--- src/logic/cws_pkg.sv ---
// shared constants and types for the cascaded wide search pipeline
package cws_pkg;
    localparam int          CWS_DQ_W        = 72;
    localparam int          CWS_KEY_W       = 288;
    localparam int          CWS_CMD_W       = 11;
    localparam int          CWS_ADDR_W      = 24;
    localparam int          CWS_ENTRIES     = 16;   // entries per device model (four pages)
    localparam int          CWS_IDX_W       = 4;
    localparam int          CWS_GMR_N       = 16;
    localparam int          CWS_GMR_IDX_W   = 4;
    localparam int          CWS_RES_N       = 8;
    localparam int          CWS_LHI_W       = 7;
    localparam int          CWS_BHI_W       = 3;
    localparam int          CWS_DEV_PER_BLK = 8;
    localparam int          CWS_BLOCKS      = 4;
    localparam int          CWS_MAX_DEVS    = 31;
    localparam logic [1:0]  CWS_OP_SEARCH   = 2'h2;
    localparam logic [1:0]  CWS_TABLE_SIZE_FIELD_SMALL  = 2'h0;
    localparam logic [1:0]  CWS_TABLE_SIZE_FIELD_MID    = 2'h1;
    localparam logic [1:0]  CWS_TABLE_SIZE_FIELD_LARGE  = 2'h2;
    localparam logic [2:0]  CWS_HIT_LATENCY_FIELD_NONE   = 3'h0;
    localparam int          CWS_HIT_KNOWN   = 4;    // cycles to local result
    localparam int          CWS_LAT_BASE    = 4;    // latency for smallest table size
    localparam int          CWS_PIPE_LEN    = 16;   // delay line depth, covers 6 + 7
    localparam int          CWS_CMD_BIT_WIDE = 2;
    localparam int          CWS_CMD_BIT_GMRH = 10;
    localparam int          CWS_CMD_IDX_LO  = 6;
    localparam int          CWS_CMD_GMR_LO  = 3;

    typedef enum logic [3:0] {
        CWS_PH_A = 4'h1,
        CWS_PH_B = 4'h2,
        CWS_PH_C = 4'h4,
        CWS_PH_D = 4'h8
    } cws_phase_e;
endpackage

--- src/logic/cws_if.sv ---
// link between the table controller and one search device
`timescale 1ns/1ps
interface cws_if;
    import cws_pkg::*;
    logic                  command_valid;
    logic [CWS_CMD_W-1:0]  cmd;
    logic [CWS_DQ_W-1:0]   dq;
    logic [CWS_ADDR_W-1:0] sram_address_out;
    logic                  sram_addr_oe_n;
    logic                  ce_n;
    logic                  ale_n;
    logic                  we_n;
    logic                  search_valid_flag;
    logic                  search_found_flag;
    logic                  flag_oe_n;

    modport dev (input command_valid, cmd, dq,
                 output sram_address_out, sram_addr_oe_n, ce_n, ale_n, we_n,
                        search_valid_flag, search_found_flag, flag_oe_n);
    modport ctl (output command_valid, cmd, dq,
                 input sram_address_out, sram_addr_oe_n, ce_n, ale_n, we_n,
                       search_valid_flag, search_found_flag, flag_oe_n);
endinterface

--- src/logic/cws_device.sv ---
// search device end: command capture, compare, cascade arbitration, result timing
`timescale 1ns/1ps
module cws_device
    import cws_pkg::*;
(
    input  wire logic                    i_mclk,
    input  wire logic                    i_rst_n,
    cws_if.dev                           link,
    input  wire logic [1:0]              i_table_size_field,
    input  wire logic [2:0]              i_hit_latency_field,
    input  wire logic                    i_default_sram_driver_bit,
    input  wire logic                    i_default_flag_driver_bit,
    input  wire logic                    i_first_in_block,
    input  wire logic                    i_first_block,
    input  wire logic [CWS_LHI_W-1:0]    i_local_hit_in,
    input  wire logic [CWS_BHI_W-1:0]    i_block_hit_in,
    input  wire logic                    i_entry_we,
    input  wire logic [CWS_IDX_W-1:0]    i_entry_idx,
    input  wire logic [CWS_DQ_W-1:0]     i_entry_data,
    input  wire logic [CWS_DQ_W-1:0]     i_entry_mask,
    input  wire logic                    i_gmr_we,
    input  wire logic [CWS_GMR_IDX_W-1:0] i_gmr_idx,
    input  wire logic [CWS_DQ_W-1:0]     i_gmr_data,
    input  wire logic [2:0]              i_result_sel,
    output logic                         o_local_hit_out,
    output logic                         o_block_hit_out,
    output logic [CWS_ADDR_W:0]          o_result_word
);
    // entry store; mask bit set means don't care
    logic [CWS_DQ_W-1:0]   ent_data [CWS_ENTRIES];
    logic [CWS_DQ_W-1:0]   ent_mask [CWS_ENTRIES];
    logic [CWS_DQ_W-1:0]   global_mask_register      [CWS_GMR_N];
    logic [CWS_ADDR_W:0]   result_reg [CWS_RES_N];

    cws_phase_e            phase_r;
    logic [CWS_KEY_W-1:0]  key_r;
    logic [CWS_GMR_IDX_W-1:0] gmr_ab_r;
    logic [CWS_GMR_IDX_W-1:0] gmr_cd_r;
    logic [2:0]            hi_bits_r;
    logic [2:0]            ssr_idx_r;
    logic [CWS_HIT_KNOWN-1:0] go_r;
    logic                  hit_r;
    logic [2:0]            ssr_pipe_r [CWS_PIPE_LEN];
    logic                  lwin_r;
    logic                  gwin_r;
    logic [CWS_ADDR_W-1:0] win_addr_r;
    logic [2:0]            win_ssr_r;
    logic [CWS_PIPE_LEN-1:0] srch_pipe_r;
    logic [CWS_PIPE_LEN-1:0] win_pipe_r;
    logic [CWS_ADDR_W-1:0] addr_pipe_r [CWS_PIPE_LEN];
    logic [CWS_ADDR_W-1:0] sram_address_out_r;
    logic                  sram_address_out_oe_n_r;
    logic                  ce_n_r;
    logic                  ssv_r;
    logic                  ssf_r;
    logic                  flag_oe_n_r;

    // command decode: opcode with valid; bit 2 starts a wide search
    wire is_search = link.command_valid && (link.cmd[1:0] == CWS_OP_SEARCH);
    wire start_a   = is_search && link.cmd[CWS_CMD_BIT_WIDE] && (phase_r == CWS_PH_A);
    wire [CWS_GMR_IDX_W-1:0] cmd_gmr = {link.cmd[CWS_CMD_BIT_GMRH], link.cmd[5:CWS_CMD_GMR_LO]};

    // global mask: pair from cycle A covers A,B, pair from cycle C covers C,D
    wire [CWS_KEY_W-1:0] gmr_full = {global_mask_register[{gmr_ab_r[3:1], 1'b0}], global_mask_register[{gmr_ab_r[3:1], 1'b1}],
                                     global_mask_register[{gmr_cd_r[3:1], 1'b0}], global_mask_register[{gmr_cd_r[3:1], 1'b1}]};

    // per-page match, only page starts are candidates
    logic [CWS_ENTRIES/4-1:0] page_hit;
    genvar gp;
    generate
        for (gp = 0; gp < CWS_ENTRIES/4; gp++)
        begin : g_page
            wire [CWS_KEY_W-1:0] pdat = {ent_data[gp*4], ent_data[gp*4+1], ent_data[gp*4+2], ent_data[gp*4+3]};
            wire [CWS_KEY_W-1:0] pmsk = {ent_mask[gp*4], ent_mask[gp*4+1], ent_mask[gp*4+2], ent_mask[gp*4+3]};
            assign page_hit[gp] = (((pdat ^ key_r) & ~pmsk & ~gmr_full) == '0);
        end
    endgenerate

    // lowest matching page wins
    logic [CWS_IDX_W-1:0] pri_idx;
    logic                 pri_hit;
    always_comb
    begin
        pri_idx = '0;
        pri_hit = 1'b0;
        for (int i = CWS_ENTRIES/4 - 1; i >= 0; i--)
        begin
            if (page_hit[i])
            begin
                pri_hit = 1'b1;
                pri_idx = {i[1:0], 2'b00};
            end
        end
    end

    // cascade: lose to any upstream hitter in block, then any earlier block
    wire up_local = |i_local_hit_in & ~i_first_in_block;
    wire up_block = |i_block_hit_in & ~i_first_block;

    // latency from C/D to address phase by size; extra 2 cycles are registers ahead
    wire [3:0] sram_address_out_lat = (i_table_size_field == CWS_TABLE_SIZE_FIELD_LARGE) ? 4'(CWS_LAT_BASE + 2) :
                          (i_table_size_field == CWS_TABLE_SIZE_FIELD_MID)   ? 4'(CWS_LAT_BASE + 1) :
                                                                   4'(CWS_LAT_BASE);
    wire [3:0] flag_lat = sram_address_out_lat + {1'b0, i_hit_latency_field};
    // winner known one cycle ahead of the slot; smaller tables skip arbitration stages
    wire       own_hit   = go_r[CWS_HIT_KNOWN-1] && hit_r;
    wire       sram_address_out_win  = (i_table_size_field == CWS_TABLE_SIZE_FIELD_LARGE) ? gwin_r :
                           (i_table_size_field == CWS_TABLE_SIZE_FIELD_MID)   ? lwin_r : own_hit;
    wire [3:0] pick      = sram_address_out_lat - 4'h3;  // slot tap of address and result index pipes
    wire       flag_slot = srch_pipe_r[flag_lat - 4'h1];
    wire       flag_win  = (i_hit_latency_field == CWS_HIT_LATENCY_FIELD_NONE) ? sram_address_out_win :
                           win_pipe_r[i_hit_latency_field - 3'h1];
    // the default driver cannot see others' win, so it backs off only on its own
    wire       win_any_sram_address_out = sram_address_out_win;
    wire       win_any_flag = flag_win;

    // table loading ports
    always_ff @(posedge i_mclk)
    begin
        if (i_entry_we)
        begin
            ent_data[i_entry_idx] <= i_entry_data;
            ent_mask[i_entry_idx] <= i_entry_mask;
        end
        if (i_gmr_we)
            global_mask_register[i_gmr_idx] <= i_gmr_data;
    end

    // command phase tracking and key capture; one search per four cycles
    always_ff @(posedge i_mclk or negedge i_rst_n)
    begin
        if (!i_rst_n)
        begin
            phase_r   <= CWS_PH_A;
            key_r     <= '0;
            gmr_ab_r  <= '0;
            gmr_cd_r  <= '0;
            hi_bits_r <= '0;
            ssr_idx_r <= '0;
        end
        else
        begin
            case (phase_r)
                CWS_PH_A:
                begin
                    if (start_a)
                    begin
                        phase_r  <= CWS_PH_B;
                        key_r    <= {link.dq, key_r[CWS_KEY_W-CWS_DQ_W-1:0]};
                        gmr_ab_r <= cmd_gmr;
                    end
                end
                CWS_PH_B:
                begin
                    phase_r <= is_search ? CWS_PH_C : CWS_PH_A;
                    key_r[215:144] <= link.dq;
                end
                CWS_PH_C:
                begin
                    phase_r  <= (is_search && !link.cmd[CWS_CMD_BIT_WIDE]) ? CWS_PH_D : CWS_PH_A;
                    key_r[143:72] <= link.dq;
                    gmr_cd_r <= cmd_gmr;
                    hi_bits_r <= link.cmd[8:CWS_CMD_IDX_LO];
                end
                CWS_PH_D:
                begin
                    phase_r   <= CWS_PH_A;
                    key_r[71:0] <= link.dq;
                    ssr_idx_r <= link.cmd[8:CWS_CMD_IDX_LO];
                end
                default: phase_r <= CWS_PH_A;
            endcase
        end
    end

    // result pipeline: compare, local then block arbitration, output delay line
    wire search_d = (phase_r == CWS_PH_D) && is_search;
    always_ff @(posedge i_mclk or negedge i_rst_n)
    begin
        if (!i_rst_n)
        begin
            go_r <= '0;
            hit_r <= 1'b0;
            lwin_r <= 1'b0;
            gwin_r <= 1'b0;
            win_addr_r <= '0;
            win_ssr_r <= '0;
            srch_pipe_r <= '0;
            win_pipe_r <= '0;
            for (int i = 0; i < CWS_PIPE_LEN; i++)
            begin
                addr_pipe_r[i] <= '0;
                ssr_pipe_r[i]  <= '0;
            end
        end
        else
        begin
            go_r <= {go_r[CWS_HIT_KNOWN-2:0], search_d};
            if (go_r[0])
            begin
                // address and result index caught before the next search overwrites them
                hit_r      <= pri_hit;
                win_addr_r <= {hi_bits_r, {(CWS_ADDR_W-3-CWS_IDX_W){1'b0}}, pri_idx};
                win_ssr_r  <= ssr_idx_r;
            end
            lwin_r <= own_hit && !up_local;
            gwin_r <= lwin_r && !up_block;
            srch_pipe_r <= {srch_pipe_r[CWS_PIPE_LEN-2:0], search_d};
            win_pipe_r  <= {win_pipe_r[CWS_PIPE_LEN-2:0], sram_address_out_win};
            addr_pipe_r[0] <= win_addr_r;
            ssr_pipe_r[0]  <= win_ssr_r;
            for (int i = 1; i < CWS_PIPE_LEN; i++)
            begin
                addr_pipe_r[i] <= addr_pipe_r[i-1];
                ssr_pipe_r[i]  <= ssr_pipe_r[i-1];
            end
        end
    end

    // pins: winner drives in its slot, default drivers otherwise or on global miss
    always_ff @(posedge i_mclk or negedge i_rst_n)
    begin
        if (!i_rst_n)
        begin
            sram_address_out_r <= '0;
            sram_address_out_oe_n_r <= 1'b1;
            ce_n_r <= 1'b1;
            ssv_r <= 1'b0;
            ssf_r <= 1'b0;
            flag_oe_n_r <= 1'b1;
        end
        else
        begin
            sram_address_out_r <= sram_address_out_win ? addr_pipe_r[pick] : '0;
            ce_n_r <= ~sram_address_out_win;
            sram_address_out_oe_n_r <= ~(sram_address_out_win || (i_default_sram_driver_bit && !win_any_sram_address_out));
            ssv_r <= flag_slot;
            ssf_r <= flag_win;
            flag_oe_n_r <= ~(flag_win || (i_default_flag_driver_bit && !win_any_flag));
        end
    end

    // hit recorded in the selected result register by the slot winner: own, local or global by table size
    always_ff @(posedge i_mclk or negedge i_rst_n)
    begin
        if (!i_rst_n)
            for (int i = 0; i < CWS_RES_N; i++)
                result_reg[i] <= '0;
        else if (sram_address_out_win)
            result_reg[ssr_pipe_r[pick]] <= {1'b1, addr_pipe_r[pick]};
    end

    assign link.sram_address_out  = sram_address_out_r;
    assign link.sram_addr_oe_n    = sram_address_out_oe_n_r;
    assign link.ce_n              = ce_n_r;
    assign link.ale_n             = ce_n_r;
    assign link.we_n              = 1'b1;      // searches never write the sram
    assign link.search_valid_flag = ssv_r;
    assign link.search_found_flag = ssf_r;
    assign link.flag_oe_n         = flag_oe_n_r;
    assign o_local_hit_out        = own_hit || up_local;
    assign o_block_hit_out        = lwin_r || up_block;
    assign o_result_word          = result_reg[i_result_sel];
endmodule

--- src/flat_wrapper.sv ---
// flat-port wrapper written by rule: the top's interface ports become plain ports
module cws_device_flat import cws_pkg::*;
  (i_mclk, i_rst_n, i_table_size_field, i_hit_latency_field, i_default_sram_driver_bit, i_default_flag_driver_bit, i_first_in_block, i_first_block, i_local_hit_in, i_block_hit_in, i_entry_we, i_entry_idx, i_entry_data, i_entry_mask, i_gmr_we, i_gmr_idx, i_gmr_data, i_result_sel, o_local_hit_out, o_block_hit_out, o_result_word, link_command_valid, link_cmd, link_dq, link_sram_address_out, link_sram_addr_oe_n, link_ce_n, link_ale_n, link_we_n, link_search_valid_flag, link_search_found_flag, link_flag_oe_n);
  cws_if link_i ();
  input  wire logic i_mclk;
  input  wire logic i_rst_n;
  input  wire logic [1:0] i_table_size_field;
  input  wire logic [2:0] i_hit_latency_field;
  input  wire logic i_default_sram_driver_bit;
  input  wire logic i_default_flag_driver_bit;
  input  wire logic i_first_in_block;
  input  wire logic i_first_block;
  input  wire logic [CWS_LHI_W-1:0] i_local_hit_in;
  input  wire logic [CWS_BHI_W-1:0] i_block_hit_in;
  input  wire logic i_entry_we;
  input  wire logic [CWS_IDX_W-1:0] i_entry_idx;
  input  wire logic [CWS_DQ_W-1:0] i_entry_data;
  input  wire logic [CWS_DQ_W-1:0] i_entry_mask;
  input  wire logic i_gmr_we;
  input  wire logic [CWS_GMR_IDX_W-1:0] i_gmr_idx;
  input  wire logic [CWS_DQ_W-1:0] i_gmr_data;
  input  wire logic [2:0] i_result_sel;
  output logic o_local_hit_out;
  output logic o_block_hit_out;
  output logic [CWS_ADDR_W:0] o_result_word;
  input wire logic [$bits(link_i.command_valid)-1:0] link_command_valid;
  input wire logic [$bits(link_i.cmd)-1:0] link_cmd;
  input wire logic [$bits(link_i.dq)-1:0] link_dq;
  output wire logic [$bits(link_i.sram_address_out)-1:0] link_sram_address_out;
  output wire logic [$bits(link_i.sram_addr_oe_n)-1:0] link_sram_addr_oe_n;
  output wire logic [$bits(link_i.ce_n)-1:0] link_ce_n;
  output wire logic [$bits(link_i.ale_n)-1:0] link_ale_n;
  output wire logic [$bits(link_i.we_n)-1:0] link_we_n;
  output wire logic [$bits(link_i.search_valid_flag)-1:0] link_search_valid_flag;
  output wire logic [$bits(link_i.search_found_flag)-1:0] link_search_found_flag;
  output wire logic [$bits(link_i.flag_oe_n)-1:0] link_flag_oe_n;
  assign link_i.command_valid = link_command_valid;
  assign link_i.cmd = link_cmd;
  assign link_i.dq = link_dq;
  assign link_sram_address_out = link_i.sram_address_out;
  assign link_sram_addr_oe_n = link_i.sram_addr_oe_n;
  assign link_ce_n = link_i.ce_n;
  assign link_ale_n = link_i.ale_n;
  assign link_we_n = link_i.we_n;
  assign link_search_valid_flag = link_i.search_valid_flag;
  assign link_search_found_flag = link_i.search_found_flag;
  assign link_flag_oe_n = link_i.flag_oe_n;
  cws_device u_core (.i_mclk(i_mclk), .i_rst_n(i_rst_n), .link(link_i), .i_table_size_field(i_table_size_field), .i_hit_latency_field(i_hit_latency_field), .i_default_sram_driver_bit(i_default_sram_driver_bit), .i_default_flag_driver_bit(i_default_flag_driver_bit), .i_first_in_block(i_first_in_block), .i_first_block(i_first_block), .i_local_hit_in(i_local_hit_in), .i_block_hit_in(i_block_hit_in), .i_entry_we(i_entry_we), .i_entry_idx(i_entry_idx), .i_entry_data(i_entry_data), .i_entry_mask(i_entry_mask), .i_gmr_we(i_gmr_we), .i_gmr_idx(i_gmr_idx), .i_gmr_data(i_gmr_data), .i_result_sel(i_result_sel), .o_local_hit_out(o_local_hit_out), .o_block_hit_out(o_block_hit_out), .o_result_word(o_result_word));
endmodule
--- config.mk ---
export PLATFORM = sky130hd
export DESIGN_NAME = cws_device_flat
export DESIGN_NICKNAME = d
export VERILOG_FILES = /design/src/logic/cws_pkg.sv /design/src/logic/cws_if.sv /design/src/logic/cws_device.sv /design/src/flat_wrapper.sv
export SDC_FILE = /design/constraint.sdc
export NUM_CORES = 2
export LEC_CHECK = 0
export BUFFER_PORTS_ARGS = -buffer_cell sky130_fd_sc_hd__buf_2
export CORE_ASPECT_RATIO = 0.9
export CORE_UTILIZATION = 62
export CTS_CLUSTER_SIZE = 10
export DETAILED_ROUTE_END_ITERATION = 8
export PLACE_DENSITY = 0.79
export RECOVER_POWER = 25
export SYNTH_ARGS = -nofsm -noshare
export SYNTH_HDL_FRONTEND = slang
export SYNTH_SLANG_ARGS = --single-unit
--- constraint.sdc ---
create_clock -name i_mclk -period 3.9 [get_ports i_mclk]
set_input_delay 0.195 -clock i_mclk [delete_from_list [all_inputs] [get_ports i_mclk]]
set_output_delay 0.195 -clock i_mclk [all_outputs]
set_load 0.01 [all_outputs]
==> summary.md <==
| Metric | Value |
|---|---|
| Outcome | `finished with violations` |
| Violated checks | `max-capacitance violations, max-slew violations, negative setup slack` |
| Final HPWL from detailed placement | `525 mm` |
| Final Worst Setup Slack | `-0.248 ns` |
| TNS Setup | `-0.660 ns` |
| Crit path required time | `4.79 ns` |
| Top-Level Pins | `392` |
| Top flop regs | `u_core.ent_data (1152), u_core.ent_mask (1152), u_core.global_mask_register (1152)` |
| Site row count | `177` |
| Most common flop cell mapped by yosys | `edfxtp_1` |
| Wire per inst | `48.0 um` |
| Avg Cell Area, Syn | `17.3 sq um` |
| Startpoint class of the critical path | `flop` |
| Gp weighted congestion | `1.17` |
| Placeable Area | `258000 sq um` |
| Slowest cell on crit path | `nor3_1` |
| Vias per Instance | `7.27` |
| CP Buf/Inv Count | `6` |
| First-pass DRT Iterations | `9` |
| Nets | `11804` |
| Hold Path Class | `in -> reg` |
| RSZ-0062 raised after global routing | `yes` |
| Min Tclk post-route | `4.15 ns` |
| Total Die Area | `262000 sq um` |
| Clk slew on worst S/H paths | `0.06 ns` |
| Total power | `105 mW` |
| Number of synthesized register bits | `3909` |
| Starting Density | `62.4%` |
| Yosys cell types | `91` |
| Synth top area share | `64.4%` |
| Max Fanout on Critical Path | `11` |
| Static Leak | `68.0 nW` |
| First-pass GRT wire length | `936 mm` |
| Tot GR Track Use | `55.0%` |
| Most frequent cells in the layout | `edfxtp_1, buf_4, xnor2_1` |
| Num CTS Buffers | `437` |
| Max-slew headroom | `-127%` |
| Cell taking the most area after synthesis | `edfxtp_1` |
| Total Wirelength | `731 mm` |
| Clock Skew | `0.0629 ns` |
| Vias in the first global route | `101644` |
| Share of post-route cells with drive strength above 1 | `31.8%` |
| Max-Cap Viols | `3` |
| Storage cell area | `115000 sq um` |
| CP top delay family | `simple AND/OR/NAND/NOR gates` |
| Most common cell after layout, fill and taps aside | `edfxtp_1` |
| Clk root buf | `clkbuf_16` |
| Area contributors post-synth | `edfxtp_1, dfrtp_1, xnor2_1` |
| Asr flop ratio synth | `11.6%` |
| Die W | `539 um` |
| Worst Path Arrival | `5.04 ns` |
| Die Y | `486 um` |
| Cells after synthesis | `9312` |
| Clk Latency, worst-skew pair | `0.96 ns` |
| Max clock buf depth | `4` |
| Period Utilization, post-route | `106%` |
| Max Fclk | `241 MHz` |
| Seq/Total Area, Yosys | `71.4%` |
| WS Path Type | `reg -> reg` |
| Most Frequent Cell on Critical Path | `buf_4` |
| Post-synth EDFFs | `3456` |
| Initial antenna violation count | `103` |
| Congestion Overflow GR | `0` |
| YS warnings | `0` |
| Slew at the pin closest to its max-slew limit | `3.41 ns` |
| PortBufs | `350` |
| Worst IR drop on VDD | `0.549 mV` |
| Layout area overhead | `23.2%` |
| Post-Syn Area | `161000 sq um` |
| Initial DRC count | `21644` |
| Power density cells | `529 nW/um^2` |
| CTS tree | `built` |
| Critical-path cell list | `buf_8 -> nor2_4 -> buf_12 -> buf_4 -> a221oi_2 -> buf_12 -> buf_4 -> nor3_1 -> nor4_1 -> nand3_2 -> nor4_2 -> buf_4 -> and4_1 -> o21ai_2 -> a22o_1` |
| H-Tree Depth | `5` |
| DRC errors left | `0` |
| Antenna Violating Nets Remaining | `0` |
| Crit-path max cell delay | `1.20 ns` |
| Placed Area | `178000 sq um` |
| Multi-input gate area | `45700 sq um` |
| Final Hold Vio Count | `0` |
| Vias after detailed routing | `110866` |
| Clk sinks | `3909` |
| # setup viols final | `3` |
| Pin count of the biggest net entering global routing | `104` |
| Critical Path Sink Type | `flop` |
| Max-slew violation count | `24` |
| Filler cells | `14177` |
| Final Cell Area | `199000 sq um` |
[synth_stat cells, drive strengths merged (30+ instances only)]
cell type / instances
edfxtp: 3456
xnor2: 1079
mux2: 770
nor3: 578
dfrtp: 449
buf: 376
nor2: 362
mux4: 307
mux2i: 289
clkbuf: 203
o21ai: 176
nor4: 155
o22ai: 155
o31ai: 110
or3: 106
nand2b: 102
xor2: 73
a22o: 72
nand4: 72
nand2: 58
a221oi: 55
o32ai: 54
a211oi: 41
nor2b: 30
[metal layers]
metal  share of wire, %  track usage, %
met1                 31            67.7
met2                 40            74.4
met3                 18            24.2
met4                 11            47.0
met5               0.14           0.384
[final timing paths]
kind | slack [ns] | start | end | cells after the start
max | -0.25 | u_core.gmr_cd_r[1] | u_core.win_addr_r[2] | 15
max in group asynchronous | 0.89 | i_rst_n | u_core.result_reg[199] | 3
min in group asynchronous | 2.13 | i_rst_n | u_core.key_r[284] | 3
min | 0.07 | link_cmd[6] | u_core.ssr_idx_r[0] | 3
min reg2reg | 0.35 | u_core.ssr_pipe_r[30] | u_core.ssr_pipe_r[27] | 0
max reg2reg | -0.25 | u_core.gmr_cd_r[1] | u_core.win_addr_r[2] | 15
[where the power goes]
part / switching, mW / internal, mW
Combinational: 12.2 / 7.45
Clock: 16.6 / 21.1
Sequential: 1.00 / 46.6
Total: 29.9 / 75.2
[cell families after synthesis]
group	count (synthesis)	share of synthesized area (%)
XOR/XNOR	1152	6.26
adder cells (fa/ha/maj)	8	0.0668
AO/OA/AOI/OAI	752	3.44
flip-flops	3909	71.4
multiplexers	1366	11.6
other	2	0.00466
buffers and inverters	592	2.33
AND/OR/NAND/NOR	1531	4.92
[stage by stage]
| step | cells | hold WS (ns) | util (%) | worst slack, ns |
|---|---|---|---|---|
| final | 15242 | 0.0674 | 76.9 | -0.248 |
| after global routing | 15197 | 0.0732 | 76.8 | -0.169 |
| after floorplan | 9349 | -0.101 | - | -1.98 |
| after global placement | 13982 | 0.273 | 69.0 | -1.69 |
| after detailed placement | 13983 | 0.271 | 69.0 | -1.49 |
| after CTS | 15132 | 0.0314 | 76.1 | -0.0825 |
[worst register-to-register path, cell delays in order, from the launching register on]
cell	delay, ns
dfrtp_4	0.56
buf_8	0.19
nor2_4	0.34
buf_12	0.23
buf_4	0.16
a221oi_2	0.07
buf_12	0.16
buf_4	0.15
nor3_1	1.20
nor4_1	0.15
nand3_2	0.21
nor4_2	0.06
buf_4	0.17
and4_1	0.18
o21ai_2	0.12
a22o_1	0.14
[cell type report]
cell class | count | share of cell area (%)
inverters | 13 | 0.0246
repair buffers | 2252 | 10.5
well taps | 3401 | 2.14
clock buffers | 738 | 6.14
diodes | 56 | 0.0705
clock inverters | 24 | 0.178
flip-flops and latches | 3909 | 58.0
multi-input cells | 4849 | 23.0
[repair_timing]
item / CTS / global route
setup endpoints to repair: 3 / 3
buffers inserted: 55 / 56
resized for setup: 375 / 302
pin swaps: 82 / 109
cloned: 9 / 7
hold endpoints to repair: 4179 / 0
hold buffers: 327 / 0
(Power assumes the default switching activity.)
